--- config.mk ---
export PLATFORM = sky130hd
export DESIGN_NAME = pdm_ports
export DESIGN_NICKNAME = d
export VERILOG_FILES = /design/src/rtl/pdm_pkg.sv /design/src/rtl/pdm_cells.sv /design/src/rtl/pdm_ports.sv /design/src/rtl/pdm_sync.sv
export SDC_FILE = /design/constraint.sdc
export NUM_CORES = 1
export LEC_CHECK = 0
export ABC_AREA = 1
export CAP_MARGIN = 40
export CORE_AREA = 3 3 168 170
export CTS_CLUSTER_DIAMETER = 100
export DETAILED_ROUTE_END_ITERATION = 10
export DIE_AREA = 0 0 171 173
export DONT_BUFFER_PORTS = 1
export PLACE_DENSITY = 0.74
export SYNTH_ARGS = -nofsm -noshare
export SYNTH_HDL_FRONTEND = slang
export SYNTH_SLANG_ARGS = --single-unit
--- constraint.sdc ---
create_clock -name core_clk -period 14.9 [get_ports core_clk]
set_input_delay 0.745 -clock core_clk [delete_from_list [all_inputs] [get_ports core_clk]]
set_output_delay 0.745 -clock core_clk [all_outputs]
set_load 0.02 [all_outputs]
--- src/rtl/pdm_pkg.sv ---
// Functional notes
// - input-mode read returns live pin level
// - output latch drives pins when enabled
// - output latch reads back written value
// - cell location reads outputs, masked write loads
// - load-block bit per cell, resets unblocked
// - input cells latch pins, feed logic, readable
// - driver status: 1 drives, 0 tri-stated
// - register availability differs per port
// - port D has four multipurpose pins
// - chip select high disables register block
// - ports F,G carry data in data-port mode
// - bank cells to A/B, selects to C/F
// - port A supports open-drain drive
// - port E shares pins with programming port
// - port F peripheral, reset pattern, address modes
// - direction 1 output; logic enable forces output
package pdm_pkg;
	localparam int PORTS   = 7;
	localparam int W       = 8;
	localparam int AW      = 8;
	localparam int DW      = 4;
	localparam int PA = 0;
	localparam int PB = 1;
	localparam int PC = 2;
	localparam int PD = 3;
	localparam int PE = 4;
	localparam int PF = 5;
	localparam int PG = 6;
	localparam logic [7:0] D_MASK = 8'h0f;
	localparam logic [7:0] ZERO8  = 8'h00;
	// register kind in addr[6:4], port in addr[2:0]
	localparam logic [2:0] K_PIN  = 3'h0;
	localparam logic [2:0] K_OUT  = 3'h1;
	localparam logic [2:0] K_CELL = 3'h2;
	localparam logic [2:0] K_BLK  = 3'h3;
	localparam logic [2:0] K_ICL  = 3'h4;
	localparam logic [2:0] K_DRV  = 3'h5;
	localparam logic [2:0] K_DIR  = 3'h6;
	localparam logic [2:0] K_MODE = 3'h7;
	localparam int KIND_LSB = 4;
	localparam int KIND_MSB = 6;
	localparam int PORT_MSB = 2;
	localparam logic [7:0] CELL_RST = 8'h00;
	localparam logic [7:0] BLK_RST  = 8'h00;
	// mode register bits (per port, meaning depends on port)
	localparam int M_OD    = 0;
	localparam int M_ALT   = 1;
	localparam int M_DATA  = 2;
	localparam int M_PERIPH= 3;
	localparam int M_RSTPAT= 4;
	localparam int M_JTAG  = 5;
	localparam int M_ADDR  = 6;
endpackage

--- src/rtl/pdm_cells.sv ---
`timescale 1ns/1ns
`default_nettype none
module pdm_cells (
	input  wire logic       core_clk, // clock
	input  wire logic       sys_rst,  // async reset
	input  wire logic       wr_en,    // mcu write this cycle
	input  wire logic [7:0] wr_data,  // mcu data
	input  wire logic [7:0] blk,      // load-block mask
	input  wire logic [7:0] logic_d,  // logic-array next value
	input  wire logic       logic_en, // logic-array clock enable
	output logic      [7:0] q         // cell outputs
);
	logic [7:0] q_nxt;
	always_comb begin
		q_nxt = q;
		if (logic_en)
			q_nxt = logic_d;
		if (wr_en)
			q_nxt = (q_nxt & blk) | (wr_data & ~blk);
	end
	always_ff @(posedge core_clk or posedge sys_rst) begin
		if (sys_rst)
			q <= pdm_pkg::CELL_RST;
		else
			q <= q_nxt;
	end
endmodule // pdm_cells
`default_nettype wire

--- src/rtl/pdm_ports.sv ---
`timescale 1ns/1ns
`default_nettype none
module pdm_ports (
	input  wire logic        core_clk,       // clock
	input  wire logic        sys_rst,        // async reset
	input  wire logic        reg_cs,         // register block select
	input  wire logic        reg_wr,         // write strobe, one cycle
	input  wire logic        reg_rd,         // read strobe, one cycle
	input  wire logic [7:0]  reg_addr,       // register offset
	input  wire logic [7:0]  reg_wdata,      // write data
	output logic      [7:0]  reg_rdata,      // read data, registered
	input  wire logic        chip_sel_n_in,  // port D select pin, low selects
	input  wire logic [55:0] pin_in,         // pin levels, port n at [8n+7:8n]
	output logic      [55:0] pin_out,        // pin drive values
	output logic      [55:0] pin_oe,         // pin drive enables
	input  wire logic [7:0]  bank_a_cells_d, // bank A logic next values
	input  wire logic [7:0]  bank_b_cells_d, // bank B logic next values
	input  wire logic        cell_clk_en,    // macrocell clock enable
	input  wire logic [7:0]  input_cell_le,  // input cell latch enable A,B,C
	input  wire logic [31:0] logic_oe,       // logic enables A,B,C,F
	input  wire logic [7:0]  external_select_outputs, // select outputs
	input  wire logic [7:0]  addr_latch_lo,  // latched address low
	input  wire logic [7:0]  addr_latch_hi,  // latched address high
	input  wire logic [15:0] data_bus_out,   // data port drive
	input  wire logic        data_bus_oe,    // data port enable
	input  wire logic        periph_sel,     // peripheral mode select
	input  wire logic [7:0]  periph_data,    // peripheral data
	input  wire logic        mcu_reset,      // mcu in reset, no cycle
	input  wire logic [15:0] reset_pattern,  // reset drive pattern
	input  wire logic        jtag_active,    // programming port owns E
	input  wire logic [7:0]  jtag_out,       // programming port drive
	input  wire logic [7:0]  jtag_oe,        // programming port enable
	output logic      [23:0] input_cell_bus, // input cells to logic
	output logic      [55:0] pins_sync,      // synchronised pin levels
	output logic      [15:0] bank_cells      // macrocell outputs A,B
);
	logic [7:0] sy [pdm_pkg::PORTS];
	logic [7:0] out_r [pdm_pkg::PORTS];
	logic [7:0] out_nxt [pdm_pkg::PORTS];
	logic [7:0] dir_r [pdm_pkg::PORTS];
	logic [7:0] dir_nxt [pdm_pkg::PORTS];
	logic [7:0] mode_r [pdm_pkg::PORTS];
	logic [7:0] mode_nxt [pdm_pkg::PORTS];
	logic [7:0] blk_r [2];
	logic [7:0] blk_nxt [2];
	logic [7:0] icl_r [3];
	logic [7:0] icl_nxt [3];
	logic [7:0] cell_q [2];
	logic [7:0] drv [pdm_pkg::PORTS];
	logic [7:0] val [pdm_pkg::PORTS];
	logic [7:0] rdata_nxt;
	logic [7:0] sel_sy;
	logic [2:0] kind;
	logic [2:0] port;
	logic       acc_ok;
	logic       cell_wr [2];

	function automatic logic [7:0] pmask(input logic [2:0] p);
		pmask = (p == 3'(pdm_pkg::PD)) ? pdm_pkg::D_MASK : 8'hff;
	endfunction

	function automatic logic [7:0] lane(input logic [55:0] v, input int p);
		lane = v[p*pdm_pkg::W +: pdm_pkg::W];
	endfunction

	genvar g;
	generate
		for (g = 0; g < pdm_pkg::PORTS; g++) begin : g_sync
			pdm_sync u_sync (
				.core_clk(core_clk),
				.sys_rst (sys_rst),
				.d       (lane(pin_in, g)),
				.q       (sy[g])
			);
			assign pins_sync[g*pdm_pkg::W +: pdm_pkg::W] = sy[g];
		end
		for (g = 0; g < 2; g++) begin : g_cell
			pdm_cells u_cells (
				.core_clk(core_clk),
				.sys_rst (sys_rst),
				.wr_en   (cell_wr[g]),
				.wr_data (reg_wdata),
				.blk     (blk_r[g]),
				.logic_d ((g == 0) ? bank_a_cells_d : bank_b_cells_d),
				.logic_en(cell_clk_en),
				.q       (cell_q[g])
			);
		end
	endgenerate

	pdm_sync u_sel (
		.core_clk(core_clk),
		.sys_rst (sys_rst),
		.d       ({7'h00, chip_sel_n_in}),
		.q       (sel_sy)
	);

	assign kind   = reg_addr[pdm_pkg::KIND_MSB:pdm_pkg::KIND_LSB];
	assign port   = reg_addr[pdm_pkg::PORT_MSB:0];
	// select high shuts only the register block; pins and cells keep running
	assign acc_ok = reg_cs && !sel_sy[0];
	assign bank_cells = {cell_q[1], cell_q[0]};
	assign input_cell_bus = {icl_r[2], icl_r[1], icl_r[0]};

	always_comb begin
		for (int i = 0; i < 2; i++)
			cell_wr[i] = acc_ok && reg_wr && kind == pdm_pkg::K_CELL
				&& port == 3'(i);
	end

	// drive selection per port
	always_comb begin
		for (int i = 0; i < pdm_pkg::PORTS; i++) begin
			drv[i] = dir_r[i] & pmask(3'(i));
			val[i] = out_r[i];
		end
		// logic output enables force drive on A,B,C,F
		drv[pdm_pkg::PA] = drv[pdm_pkg::PA] | lane({24'h0, logic_oe}, 0);
		drv[pdm_pkg::PB] = drv[pdm_pkg::PB] | lane({24'h0, logic_oe}, 1);
		drv[pdm_pkg::PC] = drv[pdm_pkg::PC] | lane({24'h0, logic_oe}, 2);
		drv[pdm_pkg::PF] = drv[pdm_pkg::PF] | lane({24'h0, logic_oe}, 3);
		if (mode_r[pdm_pkg::PA][pdm_pkg::M_ALT])
			val[pdm_pkg::PA] = cell_q[0];
		if (mode_r[pdm_pkg::PB][pdm_pkg::M_ALT])
			val[pdm_pkg::PB] = cell_q[1];
		if (mode_r[pdm_pkg::PC][pdm_pkg::M_ALT])
			val[pdm_pkg::PC] = external_select_outputs;
		if (mode_r[pdm_pkg::PF][pdm_pkg::M_ALT])
			val[pdm_pkg::PF] = external_select_outputs;
		for (int i = pdm_pkg::PE; i <= pdm_pkg::PG; i++) begin
			if (mode_r[i][pdm_pkg::M_ADDR]) begin
				val[i] = (i == pdm_pkg::PF) ? addr_latch_lo : addr_latch_hi;
				drv[i] = 8'hff;
			end
		end
		if (mode_r[pdm_pkg::PF][pdm_pkg::M_PERIPH]) begin
			val[pdm_pkg::PF] = periph_data;
			drv[pdm_pkg::PF] = {8{periph_sel}};
		end
		// data port: F low byte, G high byte
		for (int i = pdm_pkg::PF; i <= pdm_pkg::PG; i++) begin
			if (mode_r[i][pdm_pkg::M_DATA]) begin
				val[i] = lane({40'h0, data_bus_out}, i - pdm_pkg::PF);
				drv[i] = {8{data_bus_oe}};
				if (mode_r[i][pdm_pkg::M_RSTPAT] && mcu_reset) begin
					val[i] = lane({40'h0, reset_pattern}, i - pdm_pkg::PF);
					drv[i] = 8'hff;
				end
			end
		end
		if (jtag_active) begin
			val[pdm_pkg::PE] = jtag_out;
			drv[pdm_pkg::PE] = jtag_oe;
		end
		// open drain: drive low only; high is released to the pull-up
		for (int i = 0; i < pdm_pkg::PORTS; i++) begin
			if (mode_r[i][pdm_pkg::M_OD] && !(i == pdm_pkg::PE && jtag_active)) begin
				drv[i] = drv[i] & ~val[i];
			end
		end
	end

	always_comb begin
		for (int i = 0; i < pdm_pkg::PORTS; i++) begin
			pin_out[i*pdm_pkg::W +: pdm_pkg::W] = val[i];
			pin_oe[i*pdm_pkg::W +: pdm_pkg::W]  = drv[i];
		end
	end

	// register writes and input cell latching
	always_comb begin
		for (int i = 0; i < pdm_pkg::PORTS; i++) begin
			out_nxt[i]  = out_r[i];
			dir_nxt[i]  = dir_r[i];
			mode_nxt[i] = mode_r[i];
			if (acc_ok && reg_wr && port == 3'(i)) begin
				case (kind)
					pdm_pkg::K_OUT:  out_nxt[i]  = reg_wdata & pmask(3'(i));
					pdm_pkg::K_DIR:  dir_nxt[i]  = reg_wdata & pmask(3'(i));
					pdm_pkg::K_MODE: mode_nxt[i] = reg_wdata;
					default:         out_nxt[i]  = out_r[i];
				endcase
			end
		end
		for (int i = 0; i < 2; i++) begin
			blk_nxt[i] = blk_r[i];
			if (acc_ok && reg_wr && kind == pdm_pkg::K_BLK && port == 3'(i))
				blk_nxt[i] = reg_wdata;
		end
		for (int i = 0; i < 3; i++)
			icl_nxt[i] = (icl_r[i] & ~input_cell_le) | (sy[i] & input_cell_le);
	end

	// read mux
	always_comb begin
		rdata_nxt = pdm_pkg::ZERO8;
		case (kind)
			pdm_pkg::K_PIN:  rdata_nxt = (port < 3'(pdm_pkg::PORTS)) ? sy[port] & pmask(port)
				: pdm_pkg::ZERO8;
			pdm_pkg::K_OUT:  rdata_nxt = (port < 3'(pdm_pkg::PORTS)) ? out_r[port]
				: pdm_pkg::ZERO8;
			pdm_pkg::K_CELL: rdata_nxt = (port <= 3'(pdm_pkg::PB)) ? cell_q[port[0]]
				: pdm_pkg::ZERO8;
			pdm_pkg::K_BLK:  rdata_nxt = (port <= 3'(pdm_pkg::PB)) ? blk_r[port[0]]
				: pdm_pkg::ZERO8;
			pdm_pkg::K_ICL:  rdata_nxt = (port <= 3'(pdm_pkg::PC)) ? icl_r[port[1:0]]
				: pdm_pkg::ZERO8;
			pdm_pkg::K_DRV:  rdata_nxt = (port <= 3'(pdm_pkg::PC) || port == 3'(pdm_pkg::PF))
				? drv[port] : pdm_pkg::ZERO8;
			pdm_pkg::K_DIR:  rdata_nxt = (port < 3'(pdm_pkg::PORTS)) ? dir_r[port]
				: pdm_pkg::ZERO8;
			pdm_pkg::K_MODE: rdata_nxt = (port < 3'(pdm_pkg::PORTS)) ? mode_r[port]
				: pdm_pkg::ZERO8;
			default:         rdata_nxt = pdm_pkg::ZERO8;
		endcase
		if (!(acc_ok && reg_rd))
			rdata_nxt = reg_rdata;
	end

	always_ff @(posedge core_clk or posedge sys_rst) begin
		if (sys_rst) begin
			for (int i = 0; i < pdm_pkg::PORTS; i++) begin
				out_r[i]  <= pdm_pkg::ZERO8;
				dir_r[i]  <= pdm_pkg::ZERO8;
				mode_r[i] <= pdm_pkg::ZERO8;
			end
			for (int i = 0; i < 2; i++)
				blk_r[i] <= pdm_pkg::BLK_RST;
			for (int i = 0; i < 3; i++)
				icl_r[i] <= pdm_pkg::ZERO8;
			reg_rdata <= pdm_pkg::ZERO8;
		end else begin
			out_r     <= out_nxt;
			dir_r     <= dir_nxt;
			mode_r    <= mode_nxt;
			blk_r     <= blk_nxt;
			icl_r     <= icl_nxt;
			reg_rdata <= rdata_nxt;
		end
	end
endmodule // pdm_ports
`default_nettype wire

--- src/rtl/pdm_sync.sv ---
`timescale 1ns/1ns
`default_nettype none
module pdm_sync (
	input  wire logic       core_clk, // clock
	input  wire logic       sys_rst,  // async reset
	input  wire logic [7:0] d,        // async pins
	output logic      [7:0] q         // synchronised
);
	logic [7:0] s1_r;
	always_ff @(posedge core_clk or posedge sys_rst) begin
		if (sys_rst) begin
			s1_r <= 8'h00;
			q    <= 8'h00;
		end else begin
			s1_r <= d;
			q    <= s1_r;
		end
	end
endmodule // pdm_sync
`default_nettype wire

* After elaboration in Yosys (flattened, before gate mapping)
Index checks and enable logic that the tools add are counted.
Word-level totals: register bits 338, input port bits 219, output and inout bits 216, logic and storage cells 216
Cells by class: order comparisons 6, eq/ne operators 13, mux-type cells 67, bitwise gates (word level) 40, reduce and logical (&&, ||, !) cells 45
Operators with widths (count):
- $mux W8 | 60
- $and A8 B8 Y8 | 17
- $bmux W8 S3 | 5
- $not A8 Y8 | 9
- $or A8 B8 Y8 | 9
- $pmux W8 S8 | 1
- $reduce_and A2 Y1 | 21
- $eq A3 B3 Y1 const B | 7
- $logic_and A1 B1 Y1 | 19
- $bmux W8 S2 | 1
- $eq A3 B2 Y1 const B | 4
- $and A4 B8 Y8 | 1
- $not A4 Y8 | 1
- $eq A3 B1 Y1 const B | 2
- $logic_not A3 Y1 | 2
- $ge A4 B4 Y1 const B | 1
- $not A3 Y4 | 1
- $ge A3 B3 Y1 const B | 1
- $le A3 B1 Y1 const B | 1
- $le A3 B2 Y1 const B | 1
- $lt A3 B3 Y1 const B | 1
- $not A2 Y3 | 1
- $ge A2 B2 Y1 const B | 1
- $logic_not A1 Y1 | 2
- 2 further kinds | 2

* Longest topological paths before layout
Gate-level depths: netlist of the first run.
depth in word-level cells 12, mapped depth 16, depth with buffers taken out 15

* By module
From an unflattened synthesis of the first run, not the netlist that was laid out.
Unflattened totals: cell total of the unflattened synthesis 2230, area total of the unflattened synthesis 17269.1 um^2
Modules (own cells, without submodules):
- pdm_ports | times used 1, cells each 1940, area an instance 12939.9 um^2, sequential area each 5205.0 um^2
- pdm_sync | times used 8, cells each 17, area an instance 404.1 um^2, sequential area each 400.4 um^2
- pdm_cells | times used 2, cells each 77, area an instance 548.0 um^2, sequential area each 200.2 um^2

* Worst setup path before layout of the first run
OpenSTA, ideal clock, no wires.
path kind input to output, start input mcu_reset, end output pin_oe[40], data arrival time 1.674 ns, data required time 14.155 ns, path slack 12.481 ns, cell stages on the path 7, buffers on the path 0, path through nand2_1 inv_1 o21ai_0 nand2_1 nand2_1 nand2_1 inv_1
Between the ends: cells in the longest elaborated chain, start to end 6, elaborated cells on any way between the ends 8, classes of those cells mux: 5; bitwise: 2; reduce/logical: 1
RTL lines:
- start, declared | line pdm_ports.sv:28 | input wire logic mcu_reset,
- $logic_and A1 B1 Y1 | line pdm_ports.sv:145 | if (mode_r[i][pdm_pkg::M_RSTPAT] && mcu_reset) begin
- $mux W8 | line pdm_ports.sv:145
- $mux W8 | line pdm_ports.sv:142 | if (mode_r[i][pdm_pkg::M_DATA]) begin
- via pin_out[40] | line pdm_ports.sv:14 | output logic [55:0] pin_out,
- $not A8 Y8 | line pdm_ports.sv:158 | drv[i] = drv[i] & ~val[i];
- $and A8 B8 Y8 | line pdm_ports.sv:158
- $mux W8 | line pdm_ports.sv:157 | if (mode_r[i][pdm_pkg::M_OD] && !(i == pdm_pkg::PE && jtag_active)) begin
- end, declared | line pdm_ports.sv:15 | output logic [55:0] pin_oe,
The timed path passes the listed nets, and every way through them passes these cells.

* Final worst setup path of the first run
start register mode_r[11] (netlist name), end output pin_oe[41]
Between the ends: cells in the longest elaborated chain, start to end 5, elaborated cells on any way between the ends 7, classes of those cells mux: 5; bitwise: 2
RTL lines:
- start, declared | line pdm_ports.sv:42 | logic [7:0] mode_r [pdm_pkg::PORTS];
- start signal, assigned by index | line pdm_ports.sv:225 | mode_r[i] <= pdm_pkg::ZERO8;
- start signal, assigned | line pdm_ports.sv:235 | mode_r <= mode_nxt;
- $mux W8 | line pdm_ports.sv:136 | if (mode_r[pdm_pkg::PF][pdm_pkg::M_PERIPH]) begin
- $mux W8 | line pdm_ports.sv:142
- via pin_out[41] | line pdm_ports.sv:14
- $not A8 Y8 | line pdm_ports.sv:158
- $and A8 B8 Y8 | line pdm_ports.sv:158
- $mux W8 | line pdm_ports.sv:157
The timed path passes the listed nets, and every way through them passes these cells.

==> qor.json, run 1 <==
{
  "layout": {
    "diodes_inserted": 0,
    "finalNetCount": 2300,
    "finalCoreUtilization": 0.661,
    "ff_latch_area_sq_um": 8460,
    "final_cells": 2449,
    "post_route_cells_drive_above_1_share": 0.0517,
    "multiInputGateArea_sq_um": 6690,
    "fillers": 2262,
    "final_common_cell": "nand2_1",
    "layout-area-overhead-vs-synth_pct": 7.95,
    "layout.cells.most_common_list": "nand2_1 (737), dfrtp_1 (338), o21ai_0 (268)"
  },
  "sta": {
    "rsz0062_at_grt": "no",
    "fin_hold_ws_ns": 0.0480,
    "final-setup-viol-count": 0,
    "slew-limit-headroom": 0.293,
    "timing_hold_violations_final": 0,
    "finalWorstPathRequiredPeriod_ns": 3.29,
    "finalClockSkew_ns": 0.0199,
    "setup_total_negative_slack_ns": 0,
    "max_clock_freq_ghz": 0.304,
    "worst_slew_pin_slew_ns": 1.06,
    "layout_worst_path_cycle_share": 0.221,
    "slew_violations": 0
  },
  "route": {
    "routed-wl-met2_microns": 24800,
    "detail_route.wl_per_cell_microns": 22.5,
    "drt_pass_1_iters": 6,
    "met3_wirelength_microns": 7270,
    "vias": 15000,
    "wirelength_microns": 55000,
    "highest-signal-layer": "met4",
    "drt-vias-per-instance": 6.12,
    "drc": 0,
    "first_iter_violations": 1831,
    "postRouteAntennaNets": 0,
    "wirelength_met1_microns": 20200
  },
  "placed_design": {
    "post-dp-hpwl_microns": 39900,
    "port_buffers": 0,
    "place.gp.congestion": 0.997,
    "post-place-cells": 2384
  },
  "cts": {
    "cts.sink_count": 338,
    "clock_tree_from_tritoncts": "yes",
    "cts-htree-levels": 2,
    "max_root_sink_buffers": 3,
    "worst_skew_pair.late_latency_ns": 0.53,
    "hold_buffers": 0,
    "cts_buffers": 36,
    "cts_root_buf": "clkbuf_16",
    "clkSlewWorstSetupHoldPaths_ns": 0.06,
    "post_cts.resized_instances": 0,
    "cts_setup_buffers": 0
  },
  "worst_setup_path": {
    "path_common_cell": "nand2_1",
    "worst-path-buf-inv": 1,
    "register_to_register_setup_slack_ns": 12.27,
    "cells_along_the_critical_path": "nor2_2 -> nand3_1 -> nand2_1 -> nand2_1 -> nand2_1 -> nand2_1 -> nand2_1 -> inv_1",
    "setup.worst_path.end_class": "primary output",
    "cpLargestDelayFamily": "simple AND/OR/NAND/NOR gates",
    "r2r-end": "reg_rdata[5]",
    "worst-r2r-cell-count": 14,
    "crit_path_max_incr_delay_ns": 0.59,
    "crit_slowest_cell": "dfrtp_1",
    "reg2reg_from": "mode_r[11]",
    "worst-setup-path-type": "reg2out",
    "worst_setup_path_start_kind": "flop",
    "cp.arrival_ns": 2.54,
    "cp_max_fo": 20,
    "cp.required_ns": 14.16
  },
  "power": {
    "comb_power_share": 0.114,
    "power.leakage_nw": 8.68,
    "clkPwrFrac": 0.408,
    "peakVddDrop_v": 0.000157,
    "switching_share": 0.292,
    "seq_power_share": 0.478,
    "netSwitchingPower_w": 0.000639,
    "p_int_w": 0.00155,
    "power_density_nw_per_um2": 123
  },
  "global_route": {
    "initial_antenna_violation_count": 0,
    "grt_pass1_wl_microns": 82000,
    "grt_usage": 0.362,
    "global_route.overflow_total": 0,
    "grt_pass1_vias": 14000,
    "grt_start_max_net_pins": 198
  },
  "floorplanning": {
    "floorplan.initialDensity": 0.613,
    "floorplan.core_area_sq_um": 26900,
    "die_h_microns": 173,
    "floorplan.die_area_sq_um": 29600,
    "ios": 435,
    "die_width_microns": 171,
    "number_of_placement_rows": 60
  },
  "synthesis": {
    "synth-edff-count": 0,
    "yosys_register_bits": 338,
    "yosys_warnings": 0,
    "share_of_synthesized_registers_carrying_an_async_set_or_reset": 1.00,
    "postSynth.topFlopCell": "dfrtp_1",
    "netlist-cell-type-count": 45,
    "synth.yosys.seq_area_share": 0.514,
    "mappedNetlistArea_sq_um": 16500,
    "synth_cells": 2143,
    "synth.avg_cell_area_sq_um": 7.68
  },
  "worst_hold_path": {
    "worst_hold_path_type": "in2async"
  },
  "job": {
    "max_cap_viol_count": 0
  },
  "outcome": {
    "run_status": "completed"
  }
}
## cell families (layout without fill, tap and decap cells)
group                  Yosys count  in the layout  synth area share
flip-flops                     338            338             0.514
other                            1              8          0.000228
buffers and inverters          326            284            0.0821
multiplexers                    13             13           0.00859
AO/OA/AOI/OAI                  430            430             0.142
AND/OR/NAND/NOR               1035           1035             0.253
## metrics by stage
step,setup slack [ns],cell area [sq um],power (W)
finish,11.61,17800,0.00219
global route,11.36,17800,0.00227
CTS,11.60,17800,0.00220
detailed placement,11.76,16600,0.00131
global placement,11.78,16400,0.00130
floorplan,4.79,16500,0.00124
## how the worst max path moves through the flow
stage / slack (ns) / start / to / cells past startpoint
6_report: 11.61 / mode_r[11] / pin_oe[41] / 8
3_3_place_gp: 11.78 / reg_addr[1] / reg_rdata[3] / 12
2_1_floorplan: 4.79 / sys_rst / asynchronous set/reset pin / 1
5_1_grt: 11.36 / mode_r[11] / pin_oe[41] / 8
3_5_place_dp: 11.76 / reg_addr[1] / reg_rdata[3] / 12
4_1_cts: 11.60 / mode_r[11] / pin_oe[43] / 8
## flip-flops by register name, summed over array words and instances (netlist names), 4 cells and up, named ones only
register and flops:
blk_r 16, dir_r 52, g_cell.u_cells.q 16, g_sync.u_sync.q 56, g_sync.u_sync.s1_r 56, mode_r 56
out_r 48, pin_out 4, reg_rdata 8
## power groups by stage
stage	clock network [W]	logic, W	registers (W)
floorplan	0	0.000195	0.00104
global placement	0	0.000237	0.00106
detailed placement	0	0.000246	0.00106
CTS	0.000906	0.000247	0.00105
global route	0.000945	0.000275	0.00105
finish	0.000894	0.000250	0.00105
## synth_stat cells (2+ instances only)
master	count	area (sq um)
buf_6	3	33.8
buf_2	39	195
o221ai_1	6	52.6
nand3b_1	5	37.5
o22ai_1	17	106
nor3_4	2	32.5
a21oi_1	77	385
clkinv_1	3	11.3
nor2_2	6	37.5
buf_1	4	15.0
o2111ai_1	7	61.3
nor2_1	153	574
clkbuf_1	58	218
mux2i_1	4	40.0
o21ai_0	268	1340
a31oi_1	10	62.6
buf_4	14	105
nor3_1	4	20.0
nand4_1	16	100
mux2_2	9	101
a41oi_1	3	26.3
nor3_2	2	20.0
nand3_1	95	475
or2_2	2	12.5
o21bai_1	5	37.5
o211ai_1	7	52.6
inv_1	194	728
dfrtp_1	338	8460
o21ai_1	6	30.0
o31ai_1	4	30.0
nand2_1	737	2770
and2_1	9	56.3
a22oi_1	17	128
inv_2	8	30.0
## layer usage
metal / vias up / GRT usage
met5: - / 0
met1: 7000 / 0.477
li1: 6767 / -
met4: 0 / 0.157
met2: 1029 / 0.554
met3: 182 / 0.114
## final cells by class
class                           count  share of cell area
Inverter                          207              0.0443
Clock buffer                       50              0.0593
Tap cell                          341              0.0240
Multi-Input combinational cell   1486               0.376
Sequential cell                   338               0.476
Clock inverter                     15             0.00880
Timing Repair Buffer               12              0.0115
Note: power is estimated with default switching activity, not from simulation.
==> run 2: changes to the inputs <==
--- a/config.mk
+++ b/config.mk
@@ -5,14 +5,14 @@
 export SDC_FILE = /design/constraint.sdc
 export NUM_CORES = 1
 export LEC_CHECK = 0
-export ABC_AREA = 1
+export ABC_AREA = 0
 export CAP_MARGIN = 40
-export CORE_AREA = 3 3 168 170
+export CORE_MARGIN = 3
+export CORE_UTILIZATION = 58
 export CTS_CLUSTER_DIAMETER = 100
 export DETAILED_ROUTE_END_ITERATION = 10
-export DIE_AREA = 0 0 171 173
 export DONT_BUFFER_PORTS = 1
-export PLACE_DENSITY = 0.74
+export PLACE_DENSITY = 0.73
 export SYNTH_ARGS = -nofsm -noshare
 export SYNTH_HDL_FRONTEND = slang
 export SYNTH_SLANG_ARGS = --single-unit
==> constraint.sdc (replaced) <==
create_clock -name core_clk -period 2.8 [get_ports core_clk]
set_input_delay 0.14 -clock core_clk [delete_from_list [all_inputs] [get_ports core_clk]]
set_output_delay 0.14 -clock core_clk [all_outputs]
set_load 0.02 [all_outputs]
==> qor.json, run 2 <==
{
  "job": {
    "max_cap_viol_count": {"value": 0, "change": "unchanged"}
  },
  "synthesis": {
    "yosys_warnings": {"value": 0, "change": "unchanged"},
    "synth.yosys.seq_area_share": {"value": 0.513, "change": "-0.000857"},
    "synth-edff-count": {"value": 0, "change": "unchanged"},
    "yosys.area.top_type_share": {"value": 0.513, "change": "-0.000857"},
    "post_synth_most_frequent_cells": "dfrtp_1 (338), mux2_2 (265), mux2i_1 (83)",
    "mappedNetlistArea": {"value": 16500, "unit": "sq um", "change": "+0.17%"},
    "synth_area_leader_cell": "dfrtp_1",
    "synth.avg_cell_area": {"value": 12.2, "unit": "sq um", "change": "+59%"},
    "synth.most_common_cell": "dfrtp_1",
    "share_of_synthesized_registers_carrying_an_async_set_or_reset": {"value": 1.00, "change": "unchanged"},
    "postSynth.topFlopCell": "dfrtp_1",
    "synth_cells": {"value": 1354, "change": "-37%"},
    "yosys_register_bits": {"value": 338, "change": "unchanged"},
    "post_synth_main_area_contributors": "dfrtp_1 (51%), mux2_2 (18%), mux2i_1 (5.0%)",
    "netlist-cell-type-count": {"value": 67, "change": "+49%"}
  },
  "sta": {
    "rsz0062_at_grt": "no",
    "worst_slew_pin_slew": {"value": 0.998, "unit": "ns", "change": "-0.0619 ns"},
    "finalClockSkew": {"value": 0.0153, "unit": "ns", "change": "-0.00456 ns"},
    "finalWorstPathRequiredPeriod_ns": 2.67,
    "max_clock_freq_ghz": 0.375,
    "final-setup-viol-count": {"value": 0, "change": "unchanged"},
    "timing_hold_violations_final": {"value": 0, "change": "unchanged"},
    "slew-limit-headroom": {"value": 0.332, "change": "+0.0391"},
    "slew_violations": {"value": 0, "change": "unchanged"},
    "layout_worst_path_cycle_share": 0.952
  },
  "worst_setup_path": {
    "cp_max_fo": {"value": 10, "change": "-50%"},
    "worst_setup_path_start_kind": "flop",
    "worst-r2r-cell-count": {"value": 8, "change": "-6"},
    "cp.arrival": {"value": 2.53, "unit": "ns", "change": "about the same"},
    "setup.worst_path.end_class": "primary output",
    "worst-setup-path-type": "reg2out",
    "cp.required": {"value": 2.66, "unit": "ns", "change": "-11.50 ns"}
  },
  "floorplanning": {
    "floorplan.initialDensity": {"value": 0.591, "change": "-0.0222"},
    "die_width": {"value": 175, "unit": "microns", "change": "+2.1%"},
    "floorplan.core_area": {"value": 27900, "unit": "sq um", "change": "+3.9%"},
    "number_of_placement_rows": {"value": 61, "change": "+1.7%"},
    "die_h": {"value": 175, "unit": "microns", "change": "+0.95%"},
    "floorplan.die_area": {"value": 30500, "unit": "sq um", "change": "+3.1%"},
    "ios": {"value": 435, "change": "unchanged"}
  },
  "worst_hold_path": {
    "worst_hold_path_type": "in2async"
  },
  "global_route": {
    "initial_antenna_violation_count": {"value": 1, "change": "+1"},
    "grt_usage": {"value": 0.364, "change": "+0.00243"},
    "grt_pass1_vias": {"value": 12800, "change": "-8.4%"},
    "grt_pass1_wl": {"value": 83300, "unit": "microns", "change": "+1.6%"},
    "global_route.overflow_total": {"value": 0, "change": "unchanged"},
    "grt_start_max_net_pins": {"value": 127, "change": "-36%"}
  },
  "layout": {
    "layout.cells.most_common_list": "dfrtp_1 (338), mux2_2 (265), dlygate4sd3_1 (108)",
    "final_cells": {"value": 1872, "change": "-24%"},
    "final_common_cell": "dfrtp_1",
    "final_cell_area_excluding_filler_cells": {"value": 19300, "unit": "sq um", "change": "+8.7%"},
    "layout-area-overhead-vs-synth_pct": 17.2,
    "fillers": {"value": 2055, "change": "-9.2%"},
    "largestRegisters": "g_sync.u_sync.q: 56 flops, g_sync.u_sync.s1_r: 56 flops, mode_r: 56 flops",
    "finalNetCount": {"value": 1687, "change": "-27%"},
    "post_route_cells_drive_above_1_share": {"value": 0.293, "change": "+0.242"}
  },
  "cts": {
    "cts_setup_buffers": {"value": 0, "change": "unchanged"},
    "cts.sink_count": {"value": 338, "change": "unchanged"},
    "cts_root_buf": "clkbuf_16",
    "worst_skew_pair.late_latency": {"value": 0.52, "unit": "ns", "change": "about the same"},
    "clkSlewWorstSetupHoldPaths": {"value": 0.06, "unit": "ns", "change": "about the same"},
    "clock_tree_from_tritoncts": "yes",
    "cts-htree-levels": {"value": 2, "change": "unchanged"},
    "max_root_sink_buffers": {"value": 3, "change": "unchanged"},
    "cts_buffers": {"value": 35, "change": "-2.8%"}
  },
  "route": {
    "first_iter_violations": {"value": 1395, "change": "-24%"},
    "drc": {"value": 0, "change": "unchanged"},
    "detail_route.wl_per_cell": {"value": 30.3, "unit": "microns", "change": "+35%"},
    "drt_pass_1_iters": {"value": 7, "change": "+1"},
    "postRouteAntennaNets": {"value": 0, "change": "unchanged"},
    "wirelength": {"value": 56700, "unit": "microns", "change": "+3.0%"},
    "drt-vias-per-instance": {"value": 6.75, "change": "+10%"},
    "vias": {"value": 12600, "change": "-16%"}
  },
  "placed_design": {
    "place_area": {"value": 16900, "unit": "sq um", "change": "+2.3%"},
    "port_buffers": {"value": 0, "change": "unchanged"},
    "post-place-cells": {"value": 1694, "change": "-29%"},
    "place.gp.congestion": {"value": 0.937, "change": "-6.0%"},
    "post-dp-hpwl": {"value": 39800, "unit": "microns", "change": "-0.37%"}
  },
  "power": {
    "power_density": {"value": 612, "unit": "nW/um^2", "change": "+400%"},
    "peakVddDrop": {"value": 0.000711, "unit": "V", "change": "+350%"},
    "power.leakage": {"value": 8.77, "unit": "nW", "change": "+0.97%"}
  },
  "outcome": {
    "run_status": "completed"
  }
}
-- run 2: final cells by class --
cell class / instances / area, sq um / area share
Timing Repair Buffer: 175 / 1720 / 0.0891
Sequential cell: 338 / 8460 / 0.438
Inverter: 9 / 37.5 / 0.00194
Multi-Input combinational cell: 909 / 7490 / 0.387
Clock buffer: 49 / 1010 / 0.0522
Antenna cell: 1 / 2.50 / 0.000129
Clock inverter: 13 / 139 / 0.00718
Tap cell: 378 / 473 / 0.0245
-- run 2: metrics by stage --
step	hold slack, ns	setup TNS (ns)	setup slack [ns]	utilization	total power [W]
after floorplan	0.171	-628.20	-1.86	-	0.00666
after global placement	-0.0272	0	0.379	0.607	0.00697
after detailed placement	-0.0288	0	0.397	0.607	0.00701
after CTS	0.0249	0	0.0241	0.688	0.0118
after global routing	0.0466	0	0.0290	0.692	0.0122
final	0.0416	0	0.134	0.692	0.0118
-- run 2: cells by family (layout without fill, tap and decap cells) --
logic type / Yosys count / after routing / synth area share
simple gates: 248 / 248 / 0.0718
mux: 375 / 375 / 0.264
other cells: 1 / 9 / 0.000227
compound gates: 278 / 278 / 0.115
buf+inv: 114 / 246 / 0.0360
flops: 338 / 338 / 0.513
-- run 2: report_power, final --
group / total (W) / internal, W / switching [W] / leakage [nW]
combinational: 0.00156 / 0.000665 / 0.000890 / 3.90
clock: 0.00465 / 0.00272 / 0.00193 / 0.563
sequential: 0.00563 / 0.00517 / 0.000463 / 4.31
-- run 2: critical path: stages, from the launching register on --
cell and delay [ns]:
dfrtp_1 0.59, mux2_2 0.40, o211ai_1 0.20, a31oi_1 0.19, buf_4 0.21, a21oi_1 0.43
-- run 2: path summary, 6_finish.rpt --
| path | startpoint | to | slack [ns] |
|---|---|---|---|
| max | mode_r[9] | pin_oe[42] | 0.13 |
| max reg2reg | u_sel.q[0] | g_cell[0].u_cells.q[2] | 0.19 |
| min | sys_rst | dir_r[35] | 0.04 |
| min reg2reg | g_sync[0].u_sync.s1_r[1] | g_sync[0].u_sync.q[1] | 0.35 |
| min in group core_clk | reg_addr[2] | reg_rdata[3] | 0.06 |
| max in group asynchronous | sys_rst | g_sync[0].u_sync.q[6] | 1.83 |
-- run 2: per-layer routing --
metal,part of all wire,up-vias,global-route usage
met1,0.36,6312,0.462
met5,0.00023,-,0
met3,0.12,190,0.127
met2,0.46,887,0.565
li1,-,5240,-
met4,0.056,2,0.171
-- run 2: what timing repair did --
action                                  in CTS  in global routing
hold buffers                               110                  0
hold endpoints to repair                   614                  0
endpoints found under the setup margin       0                  5
gates resized for setup                      0                  3
